### config.mk
export PLATFORM = sky130hd
export DESIGN_NAME = sae_report
export DESIGN_NICKNAME = d
export VERILOG_FILES = /design/src/sae_pkg.sv /design/src/sae_report.sv
export SDC_FILE = /design/constraint.sdc
export NUM_CORES = 1
export LEC_CHECK = 0
export BUFFER_PORTS_ARGS = -buffer_cell sky130_fd_sc_hd__clkbuf_2
export CAP_MARGIN = 20
export CORE_MARGIN = 4
export CORE_UTILIZATION = 54
export CTS_CLUSTER_DIAMETER = 200
export DETAILED_ROUTE_END_ITERATION = 10
export GPL_ROUTABILITY_DRIVEN = 1
export GPL_TIMING_DRIVEN = 0
export PLACE_DENSITY = 0.76
export SLEW_MARGIN = 20
export SYNTH_ARGS = -nofsm -noshare
export SYNTH_HDL_FRONTEND = slang
export SYNTH_SLANG_ARGS = --single-unit
### constraint.sdc
create_clock -name mclk -period 4.5 [get_ports mclk]
set_clock_uncertainty 0.1 [all_clocks]
set_input_delay 0.225 -clock mclk [delete_from_list [all_inputs] [get_ports mclk]]
set_output_delay 0.225 -clock mclk [all_outputs]
set_load 0.02 [all_outputs]
### src/sae_pkg.sv
// Contract
// - Failed service-data access returns abort code.
// - No abort for cyclic process data.
// - Unknown command specifier aborts 05040001h.
// - Access kind, read-only, subindex-zero write aborts.
// - Missing index or sub-index abort codes.
// - Length/type mismatch aborts 06070010h.
// - Range, too high, too low aborts.
// - Maximum below minimum aborts 06090036h.
// - Hardware fault aborts 06060000h.
// - Application, device state, dictionary aborts.
// - Never emit unsupported abort codes.
// - Alarm sends emergency message via mailbox.
// - Warning alone sends no emergency.
// - Queue eight Init emergencies, deliver at PreOP.
// - Beyond eight, discard oldest, keep eight.
// - Flag bit 0 gates emergency transmission.
// - Emergency enable defaults to one.
// - Flag bits 1 and 2 read one.
// - Flag bit 3 reads zero.
// - Emergency is eight bytes: code, register, field.
package sae_pkg;
  localparam logic [31:0] ABORT_BAD_CMD = 32'h05040001;
  localparam logic [31:0] ABORT_ACCESS = 32'h06010000;
  localparam logic [31:0] ABORT_READ_ONLY = 32'h06010002;
  localparam logic [31:0] ABORT_SI0_NONZERO = 32'h06010003;
  localparam logic [31:0] ABORT_NO_INDEX = 32'h06020000;
  localparam logic [31:0] ABORT_HW_FAULT = 32'h06060000;
  localparam logic [31:0] ABORT_LENGTH = 32'h06070010;
  localparam logic [31:0] ABORT_NO_SUBINDEX = 32'h06090011;
  localparam logic [31:0] ABORT_RANGE = 32'h06090030;
  localparam logic [31:0] ABORT_TOO_HIGH = 32'h06090031;
  localparam logic [31:0] ABORT_TOO_LOW = 32'h06090032;
  localparam logic [31:0] ABORT_MAX_LT_MIN = 32'h06090036;
  localparam logic [31:0] ABORT_APP = 32'h08000020;
  localparam logic [31:0] ABORT_DEV_STATE = 32'h08000022;
  localparam logic [31:0] ABORT_NO_DICT = 32'h08000023;
  localparam logic [15:0] FLAGS_INDEX = 16'h10F3;
  localparam logic [7:0] FLAGS_SUBINDEX = 8'h05;
  localparam int FLAG_EMCY_EN_BIT = 0;
  localparam logic FLAG_EMCY_EN_RESET = 1'b1;
  localparam logic [15:0] FLAGS_FIXED = 16'h0006;
  localparam int EMCY_QUEUE_DEPTH = 8;
  localparam int EMCY_BYTES = 8;

  typedef enum logic [1:0] {
    SAE_ESM_INIT = 2'b00,
    SAE_ESM_PREOP = 2'b01,
    SAE_ESM_SAFEOP = 2'b10,
    SAE_ESM_OP = 2'b11
  } sae_esm_e;

  typedef enum logic [2:0] {
    SAE_KIND_READ = 3'b000,
    SAE_KIND_WRITE = 3'b001,
    SAE_KIND_OTHER = 3'b010
  } sae_kind_e;

  // Fault conditions found by the dictionary checker for one request
  typedef struct packed {
    logic cmd_unknown;
    logic access_unsupported;
    logic read_only;
    logic si0_nonzero;
    logic no_index;
    logic no_subindex;
    logic length_mismatch;
    logic range_general;
    logic too_high;
    logic too_low;
    logic max_lt_min;
    logic hw_fault;
    logic app_refused;
    logic state_refused;
    logic no_dict;
  } sae_fault_s;

  typedef struct packed {
    logic cyclic;
    sae_kind_e kind;
    logic [15:0] index;
    logic [7:0] subindex;
    logic [15:0] wdata;
    sae_fault_s fault;
  } sae_req_s;

  typedef struct packed {
    logic abort;
    logic [15:0] index;
    logic [7:0] subindex;
    logic [31:0] data;
  } sae_rsp_s;

  typedef struct packed {
    logic [15:0] err_code;
    logic [7:0] err_reg;
    logic [39:0] mfr_field;
  } sae_emcy_s;
endpackage : sae_pkg

### src/sae_report.sv
`timescale 1ns/1ps
module sae_report
  import sae_pkg::*;
#(
  parameter int QDEPTH = EMCY_QUEUE_DEPTH
) (
  input wire logic mclk, // 200 MHz system clock
  input wire logic resetn, // Async reset, active low
  input wire logic req_valid, // Service-data request strobe
  input wire sae_req_s req, // Request with checker verdict
  output sae_rsp_s rsp, // Response or abort
  output logic rsp_valid, // Response strobe
  input wire sae_esm_e esm_state, // Current ESM state
  input wire logic alarm_event, // New drive alarm pulse
  input wire logic warning_event, // Warning pulse, never reported
  input wire sae_emcy_s alarm_info, // Emergency content for alarm
  output sae_emcy_s emcy, // Emergency message out
  output logic emcy_valid, // Emergency held for mailbox
  input wire logic emcy_ready, // Mailbox took the message
  output logic [15:0] flags // Diagnosis flag word
);
  localparam int PW = $clog2(QDEPTH);

  sae_emcy_s queue [QDEPTH];
  sae_emcy_s next_queue [QDEPTH];
  logic [PW-1:0] rd_ptr, next_rd_ptr;
  logic [PW:0] count, next_count;
  logic emcy_en, next_emcy_en;
  sae_rsp_s next_rsp;
  logic next_rsp_valid;
  sae_emcy_s next_emcy;
  logic next_emcy_valid;
  logic [15:0] next_flags;

  // Priority follows the order in which a real access would fail
  function automatic logic [31:0] abort_code(input sae_fault_s f);
    logic [31:0] c;
    c = 32'h00000000;
    if (f.no_dict) c = ABORT_NO_DICT;
    else if (f.hw_fault) c = ABORT_HW_FAULT;
    else if (f.cmd_unknown) c = ABORT_BAD_CMD;
    else if (f.no_index) c = ABORT_NO_INDEX;
    else if (f.no_subindex) c = ABORT_NO_SUBINDEX;
    else if (f.access_unsupported) c = ABORT_ACCESS;
    else if (f.read_only) c = ABORT_READ_ONLY;
    else if (f.si0_nonzero) c = ABORT_SI0_NONZERO;
    else if (f.length_mismatch) c = ABORT_LENGTH;
    else if (f.too_high) c = ABORT_TOO_HIGH;
    else if (f.too_low) c = ABORT_TOO_LOW;
    else if (f.range_general) c = ABORT_RANGE;
    else if (f.max_lt_min) c = ABORT_MAX_LT_MIN;
    else if (f.state_refused) c = ABORT_DEV_STATE;
    else if (f.app_refused) c = ABORT_APP;
    return c;
  endfunction : abort_code

  logic is_flags, is_write, failed;
  logic [31:0] code;
  logic [PW-1:0] wr_ptr;
  logic push, pop, send_ok;

  always_comb begin
    is_flags = (req.index == FLAGS_INDEX) && (req.subindex == FLAGS_SUBINDEX);
    is_write = (req.kind == SAE_KIND_WRITE);
    code = abort_code(req.fault);
    // The flag word's read-only bits are checked here, not by the dictionary
    if (code == 32'h00000000 && is_flags && is_write &&
        ((req.wdata & 16'hFFFE) != (FLAGS_FIXED & 16'hFFFE))) begin
      code = ABORT_READ_ONLY;
    end
    failed = (code != 32'h00000000);
    send_ok = (esm_state != SAE_ESM_INIT);
    pop = emcy_valid && emcy_ready;
    push = alarm_event && emcy_en;
  end

  always_comb begin
    next_rsp = rsp;
    next_rsp_valid = 1'b0;
    next_emcy_en = emcy_en;
    if (req_valid && !req.cyclic) begin
      next_rsp_valid = 1'b1;
      next_rsp.index = req.index;
      next_rsp.subindex = req.subindex;
      next_rsp.abort = failed;
      if (failed) begin
        next_rsp.data = code;
      end else if (is_flags && !is_write) begin
        next_rsp.data = {16'h0000, flags};
      end else begin
        next_rsp.data = 32'h00000000;
      end
      if (!failed && is_flags && is_write) begin
        next_emcy_en = req.wdata[FLAG_EMCY_EN_BIT];
      end
    end
    next_flags = FLAGS_FIXED;
    next_flags[FLAG_EMCY_EN_BIT] = next_emcy_en;
  end

  always_comb begin
    next_queue = queue;
    next_rd_ptr = rd_ptr;
    next_count = count;
    next_emcy = emcy;
    next_emcy_valid = emcy_valid;
    if (pop) begin
      next_emcy_valid = 1'b0;
    end
    // Head moves out before the push, so a full queue overwrites it unread only when it cannot move out
    if (!next_emcy_valid && count != '0 && send_ok && emcy_en) begin
      next_emcy = queue[rd_ptr];
      next_emcy_valid = 1'b1;
      next_rd_ptr = PW'(rd_ptr + 1'b1);
      next_count = count - 1'b1;
    end
    wr_ptr = PW'(next_rd_ptr + PW'(next_count));
    if (push) begin
      if (!next_emcy_valid && send_ok) begin
        // Queue is empty here, so the alarm goes straight to the output slot
        next_emcy = alarm_info;
        next_emcy_valid = 1'b1;
      end else if (next_count == (PW+1)'(QDEPTH)) begin
        // Full: oldest entry is dropped so the latest alarms survive
        next_queue[next_rd_ptr] = alarm_info;
        next_rd_ptr = PW'(next_rd_ptr + 1'b1);
      end else begin
        next_queue[wr_ptr] = alarm_info;
        next_count = next_count + 1'b1;
      end
    end
  end

  always_ff @(posedge mclk or negedge resetn) begin
    if (!resetn) begin
      rsp <= '0;
      rsp_valid <= 1'b0;
      emcy_en <= FLAG_EMCY_EN_RESET;
      flags <= {FLAGS_FIXED[15:1], FLAG_EMCY_EN_RESET};
    end else begin
      rsp <= next_rsp;
      rsp_valid <= next_rsp_valid;
      emcy_en <= next_emcy_en;
      flags <= next_flags;
    end
  end

  always_ff @(posedge mclk or negedge resetn) begin
    if (!resetn) begin
      emcy <= '0;
      emcy_valid <= 1'b0;
      rd_ptr <= '0;
      count <= '0;
      for (int i = 0; i < QDEPTH; i++) begin
        queue[i] <= '0;
      end
    end else begin
      emcy <= next_emcy;
      emcy_valid <= next_emcy_valid;
      rd_ptr <= next_rd_ptr;
      count <= next_count;
      queue <= next_queue;
    end
  end
endmodule : sae_report

==> metrics.txt, run 1 <==
status completed; Clk Tree Root Cell clkbuf_16; Worst path slowest cell xnor3_2; most common flop cell mapped by yosys dfrtp_1; Finished Cell Area 35100 um^2; Clock transition at path regs 0.06 ns; Die Footprint 57500 um^2; Placer Congestion 0.839; complex-gate fraction of the synthesized area 4.15%; effective utilization at floorplan 54.9%; count leader, synth dfrtp_1; CP Max Fanout 10; # IOs 270; area of the mapped netlist 29000 um^2; Buf/Inv on CP 7; Core Util, Final 66.3%; via count 19307; Placed Instances 3071; top cells by area, synth dfrtp_1 (54%), mux2_2 (17%), mux4_2 (9.9%), mux2i_1 (3.4%), nand2_1 (2.6%); Cells after Synth 2118; grt ovf 0; Post-Synth Simple-Gate Area 5.16%; pin count of the biggest net entering global routing 99; worst vdd rail ir drop 0.000225 V; Yosys warnings 0; Max Clk Rate 0.229 GHz; total CTS buffers 67; Longest Clk Path Bufs 3; routed vias/inst 5.83; Setup crit start kind register; synthesized flop and latch total 624; Data required, critical path 4.85 ns; final antenna-violating net count 0; Avg WL per Cell 21.8 um; final WL 72.2 mm; Slew headroom 25.9%; Synth Area in XOR/XNOR 0.500%; Post-synth top cells dfrtp_1 (623), mux2_2 (428), nand2_1 (198); Worst EP arrival 4.71 ns; min cycle time layout 4.36 ns; layout net count 2723; total number of H-tree levels 3; pwr dens 327 nW/um^2; # diodes 0; Tcrit/Tclk final 96.8%; clock insertion delay at the later pin of the skew report 0.58 ns; fin cells 3311; Synth Area in Adders 0.284%; die width 240 um; Leakage 17.2 nW; CTS tree built; min-delay worst type input pin to register; number of max-slew violations in the final report 0; kind of critical path register to register; Critical Path End Type register; setup TNS 0 ns; Post-synth EDFFs 0; CP peak stage delay 0.51 ns; Top cell by count, worst path buf_4; multiplexer share of the synthesized area 32.0%; share of the yosys chip area belonging to registers 53.8%; main combinational cell family by area after synthesis multiplexers; Hold Fails Final Rpt 0; Top Family by Delay on Critical Path buffers and inverters; HPWL after DPL 47.0 mm; Worst Hold Depth 5; worst-margin pin slew 1.10 ns; reg2reg path depth 16; critical path depth 16; 1st-pass router iterations 5; Vert. Die Dim 240 um; GRT Util Overall 25.3%; # rows 84; share of cells above drive strength 1 39.5%; Sink Count 624; global-route wire length before repair 114 mm; Core Area 52900 um^2; Initial DRC Count 1430; Post-DP Area 31300 um^2; Remaining DRCs 0; Syn-to-layout area delta 20.8%; top cell type's share of synthesized area 53.7%; worst path cell trace clkbuf_4 -> inv_1 -> ha_1 -> buf_4 -> or3b_1 -> buf_4 -> nand3_4 -> buf_12 -> o21ai_4 -> fa_1 -> xnor3_2 -> xor2_2 -> a32oi_4 -> buf_4 -> buf_6 -> mux2_1; initial antenna violation count 2; final setup violating endpoints 0; Netlist cell types 65; max-cap violations 0; asr flop ratio synth 100%; syn avg cell area 13.7 um^2; port buffer count 226; vias in the first global route 20644; most area-hungry cell type in the Yosys netlist dfrtp_1
==> worst register-to-register path, delay by kind of cell (launching register included) <==
kind / cells / cell delay (ns)
compound gates: 2 / 0.29
xor+xnor: 2 / 0.97
fa+ha+maj: 2 / 0.55
buf+inv: 7 / 1.16
flops: 1 / 0.35
mux: 1 / 0.33
simple gates: 2 / 0.50
==> area by class of cell <==
| type | count | area, um^2 |
|---|---|---|
| Buffer | 173 | 1160 |
| Clock buffer | 94 | 1950 |
| Clock inverter | 12 | 97.6 |
| Fill cell | 3782 | 17800 |
| Inverter | 47 | 176 |
| Multi-Input combinational cell | 1305 | 12500 |
| Sequential cell | 624 | 15600 |
| Tap cell | 688 | 861 |
| Timing Repair Buffer | 368 | 2710 |
==> cell usage in the layout, fill, tap and decap left out, types with 13 or more instances in the layout <==
| cell type | Yosys | routed |
|---|---|---|
| a21oi_1 | 72 | 72 |
| buf_1 | 26 | 24 |
| buf_4 | 35 | 65 |
| buf_6 | 24 | 23 |
| clkbuf_1 | 55 | 62 |
| clkbuf_16 | 0 | 71 |
| clkbuf_2 | 1 | 230 |
| clkbuf_4 | 0 | 13 |
| conb_1 | 2 | 34 |
| dfrtp_1 | 623 | 623 |
| dlygate4sd3_1 | 0 | 110 |
| inv_1 | 47 | 47 |
| mux2_1 | 54 | 54 |
| mux2_2 | 428 | 428 |
| mux2i_1 | 98 | 98 |
| mux4_2 | 128 | 128 |
| nand2_1 | 198 | 196 |
| nor2_1 | 84 | 84 |
| nor3_1 | 14 | 13 |
| o21ai_0 | 86 | 85 |
==> state kept, by name, summed over array words and instances (netlist names) <==
signal	count
queue	512
emcy	64
emcy_valid	1
flags	1
rsp	38
rd_ptr	3
count	4
rsp_valid	1
==> metal layers <==
layer	GRT usage [%]	share of wire (%)	up-vias
met5	0	0.037	-
met2	42.3	50	529
li1	-	-	8500
met4	7.56	3.0	4
met1	34.3	42	10121
met3	4.45	5.3	153
==> power by group <==
| group | switching, W | leakage, nW | internal (W) |
|---|---|---|---|
| combinational | 0.000366 | 7.69 | 0.000198 |
| clock | 0.00215 | 1.01 | 0.00306 |
| sequential | 0.0000231 | 8.49 | 0.00565 |
| total | 0.00254 | 17.2 | 0.00891 |
==> stage by stage <==
step | setup slack [ns] | power, W | hold slack (ns)
after floorplan | 0.0885 | 0.00594 | -0.171
after detailed placement | -1.58 | 0.00626 | 0.0600
after global routing | -0.00955 | 0.0119 | 0.0731
final | 0.142 | 0.0115 | 0.0499
after CTS | -0.0505 | 0.0116 | 0.0119
after global placement | -10.53 | 0.00623 | 0.331
==> what timing repair did <==
action,in CTS,in global routing
buffers inserted,22,2
endpoints found under the hold margin,869,0
pin swaps,9,1
hold buffers,110,0
endpoints found under the setup margin,533,494
gates resized for setup,36,52
==> kinds of logic after synthesis <==
| family | after synthesis |
|---|---|
| AND/OR/NAND/NOR | 347 |
| flip-flops | 624 |
| XOR/XNOR | 14 |
| multiplexers | 708 |
| adder cells (fa/ha/maj) | 6 |
| AO/OA/AOI/OAI | 196 |
| other | 2 |
| buffers and inverters | 221 |
==> worst paths after layout <==
kind	start	endpoint	slack, ns
worst max-delay path	count[0]	queue[38]	0.14
worst min-delay path	req[1]	rsp[5]	0.05
worst max register to register	count[0]	queue[38]	0.14
worst min register to register	rsp[55]	rsp[55]	0.38
max in group asynchronous	resetn	queue[211]	2.20
min in group asynchronous	resetn	queue[48]	0.54
(Power assumes the default switching activity.)
==> inputs of run 2 (changes only) <==
- RECOVER_POWER: not set -> 25
==> metrics.txt, run 2 (synthesized netlist as in run 1, its figures left out) <==
max-cap violations 1 (was 0); pin count of the biggest net entering global routing 99 (unchanged); post-place setup slack -1.58 ns (unchanged); Avg WL per Cell 21.8 um (about the same); # rows 84 (unchanged); clock insertion delay at the later pin of the skew report 0.58 ns (about the same); Tcrit/Tclk final 96.8% (about the same); 1st-pass router iterations 7 (was 5); total CTS buffers 67 (unchanged); Max Clk Rate 0.230 GHz (was 0.229 GHz); Hold Fails Final Rpt 0 (unchanged); via count 19308 (was 19307); # IOs 270 (unchanged); final setup violating endpoints 0 (unchanged); min-delay worst type input pin to register (unchanged); Critical Path End Type register (unchanged); die width 240 um (unchanged); routed vias/inst 5.83 (about the same); port buffer count 226 (unchanged); final antenna-violating net count 0 (unchanged); effective utilization at floorplan 54.9% (unchanged); worst-margin pin slew 1.87 ns (was 1.10 ns); global-route wire length before repair 114 mm (unchanged); vias in the first global route 20644 (unchanged); kind of critical path register to register (unchanged); failing checks capacitance limit, slew limit; Finished Cell Area 34900 um^2 (was 35100 um^2); flip-flop count of the largest register after layout 512 (unchanged); worst vdd rail ir drop 0.000225 V (about the same); share of cells above drive strength 1 35.5% (was 39.5%); Core Area 52900 um^2 (unchanged); grt ovf 0 (unchanged); Regs by FF count queue: 512 flops, emcy: 64 flops, rsp: 38 flops (unchanged); Post-DP Area 31300 um^2 (unchanged); initial antenna violation count 2 (unchanged); Data required, critical path 4.86 ns (was 4.85 ns); min cycle time layout 4.35 ns (was 4.36 ns); Remaining DRCs 0 (unchanged); Vert. Die Dim 240 um (unchanged); layout net count 2723 (unchanged); total number of H-tree levels 3 (unchanged); number of max-slew violations in the final report 77 (was 0); Clock transition at path regs 0.06 ns (about the same); commonest non-fill, non-tap cell in the layout dfrtp_1 (unchanged); Longest Clk Path Bufs 3 (unchanged); Die Footprint 57500 um^2 (unchanged); Syn-to-layout area delta 20.2% (was 20.8%); Setup crit start kind register (unchanged); Core Util, Final 66.0% (was 66.3%); final worst slack 0.146 ns (was 0.142 ns); most frequent cells in the layout dfrtp_1 (623), mux2_2 (428), nand2_1 (196), clkbuf_1 (166) (was dfrtp_1 (623), mux2_2 (428), clkbuf_2 (230), nand2_1 (196), mux4_2 (128)); status finished, violations left (was completed); Initial DRC Count 1423 (was 1430); pwr dens 328 nW/um^2 (was 327 nW/um^2); final WL 72.1 mm (was 72.2 mm); Placer Congestion 0.839 (unchanged); # diodes 0 (unchanged); HPWL after DPL 47.0 mm (unchanged); Sink Count 624 (unchanged); Clk Tree Root Cell clkbuf_16 (unchanged); CP Max Fanout 10 (unchanged); CTS tree built (unchanged); GRT Util Overall 25.3% (unchanged); Worst EP arrival 4.71 ns (about the same); Slew headroom -24.9% (was 25.9%); Leakage 16.8 nW (was 17.2 nW); register bank with the most flops queue (unchanged)
run 2: cell types whose count changed in the layout (fill, tap and decap cells not counted), sizes merged:
cell	before	now
clkbuf	386	388
buf	138	136
run 2: final cells by class:
class                      count  area, um^2
buffer                       173        1160
clock buffer                  94        1950
clock inverter                12        97.6
fill                        3837       18000
inverter                      47         176
multi-input combinational   1305       12500
sequential                   624       15600
tap                          688         861
timing repair buffer         368        2530
run 2: power by group:
part / internal [W] / switching, W
logic: 0.000183 / 0.000365
clock network: 0.00306 / 0.00215
registers: 0.00565 / 0.0000230
total: 0.00890 / 0.00254
run 2: worst max-delay path, cell delays in order (launching register included):
cell and delay (ns):
dfrtp_1 0.35, clkbuf_4 0.18, inv_1 0.09, ha_1 0.15, buf_4 0.16, or3b_1 0.35
buf_4 0.18, nand3_4 0.15, nand2_2 0.10, o21ai_4 0.09, inv_1 0.08, ha_1 0.23
nor3b_1 0.14, and4_1 0.25, or4_4 0.62, nand2_2 0.15, o221ai_4 0.13, buf_12 0.16
buf_4 0.20, mux2_1 0.35
run 2: metal layers:
metal / wire (um) / part of all wire (%) / up-vias / GRT usage [%]
li1: - / - / 8487 / -
met5: 23 / 0.032 / - / 0
met2: 35700 / 49 / 545 / 42.3
met3: 3960 / 5.5 / 164 / 4.45
met4: 2260 / 3.1 / 4 / 7.56
met1: 30200 / 42 / 10108 / 34.3
run 2: worst paths after layout:
kind / from / end / slack [ns] / cells after the start
setup / recovery: count[0] / queue[313] / 0.15 / 19
hold reg to reg: rsp[53] / rsp[53] / 0.37 / 2
hold / removal: req[1] / rsp[5] / 0.06 / 5
min in group asynchronous: resetn / queue[48] / 0.94 / 3
setup reg to reg: count[0] / queue[313] / 0.15 / 19
max in group asynchronous: resetn / rsp[1] / 0.84 / 4
run 2: repair_timing:
action	4_1_cts	5_1_grt
gates resized for setup	36	52
pin swaps	9	1
endpoints found under the setup margin	533	494
buffers inserted	22	2
hold buffers	110	0
endpoints found under the hold margin	869	0
run 2: metrics by stage:
stage	std cells	setup TNS, ns	hold WS [ns]	total power [W]
6_report	3311	0	0.0566	0.0114
5_1_grt	3311	-0.110	0.0731	0.0118
4_1_cts	3308	-0.674	0.0119	0.0116
3_5_place_dp	3071	-664.90	0.0600	0.00626
3_3_place_gp	3064	-7138.47	0.331	0.00623
2_1_floorplan	2150	0	-0.171	0.00594
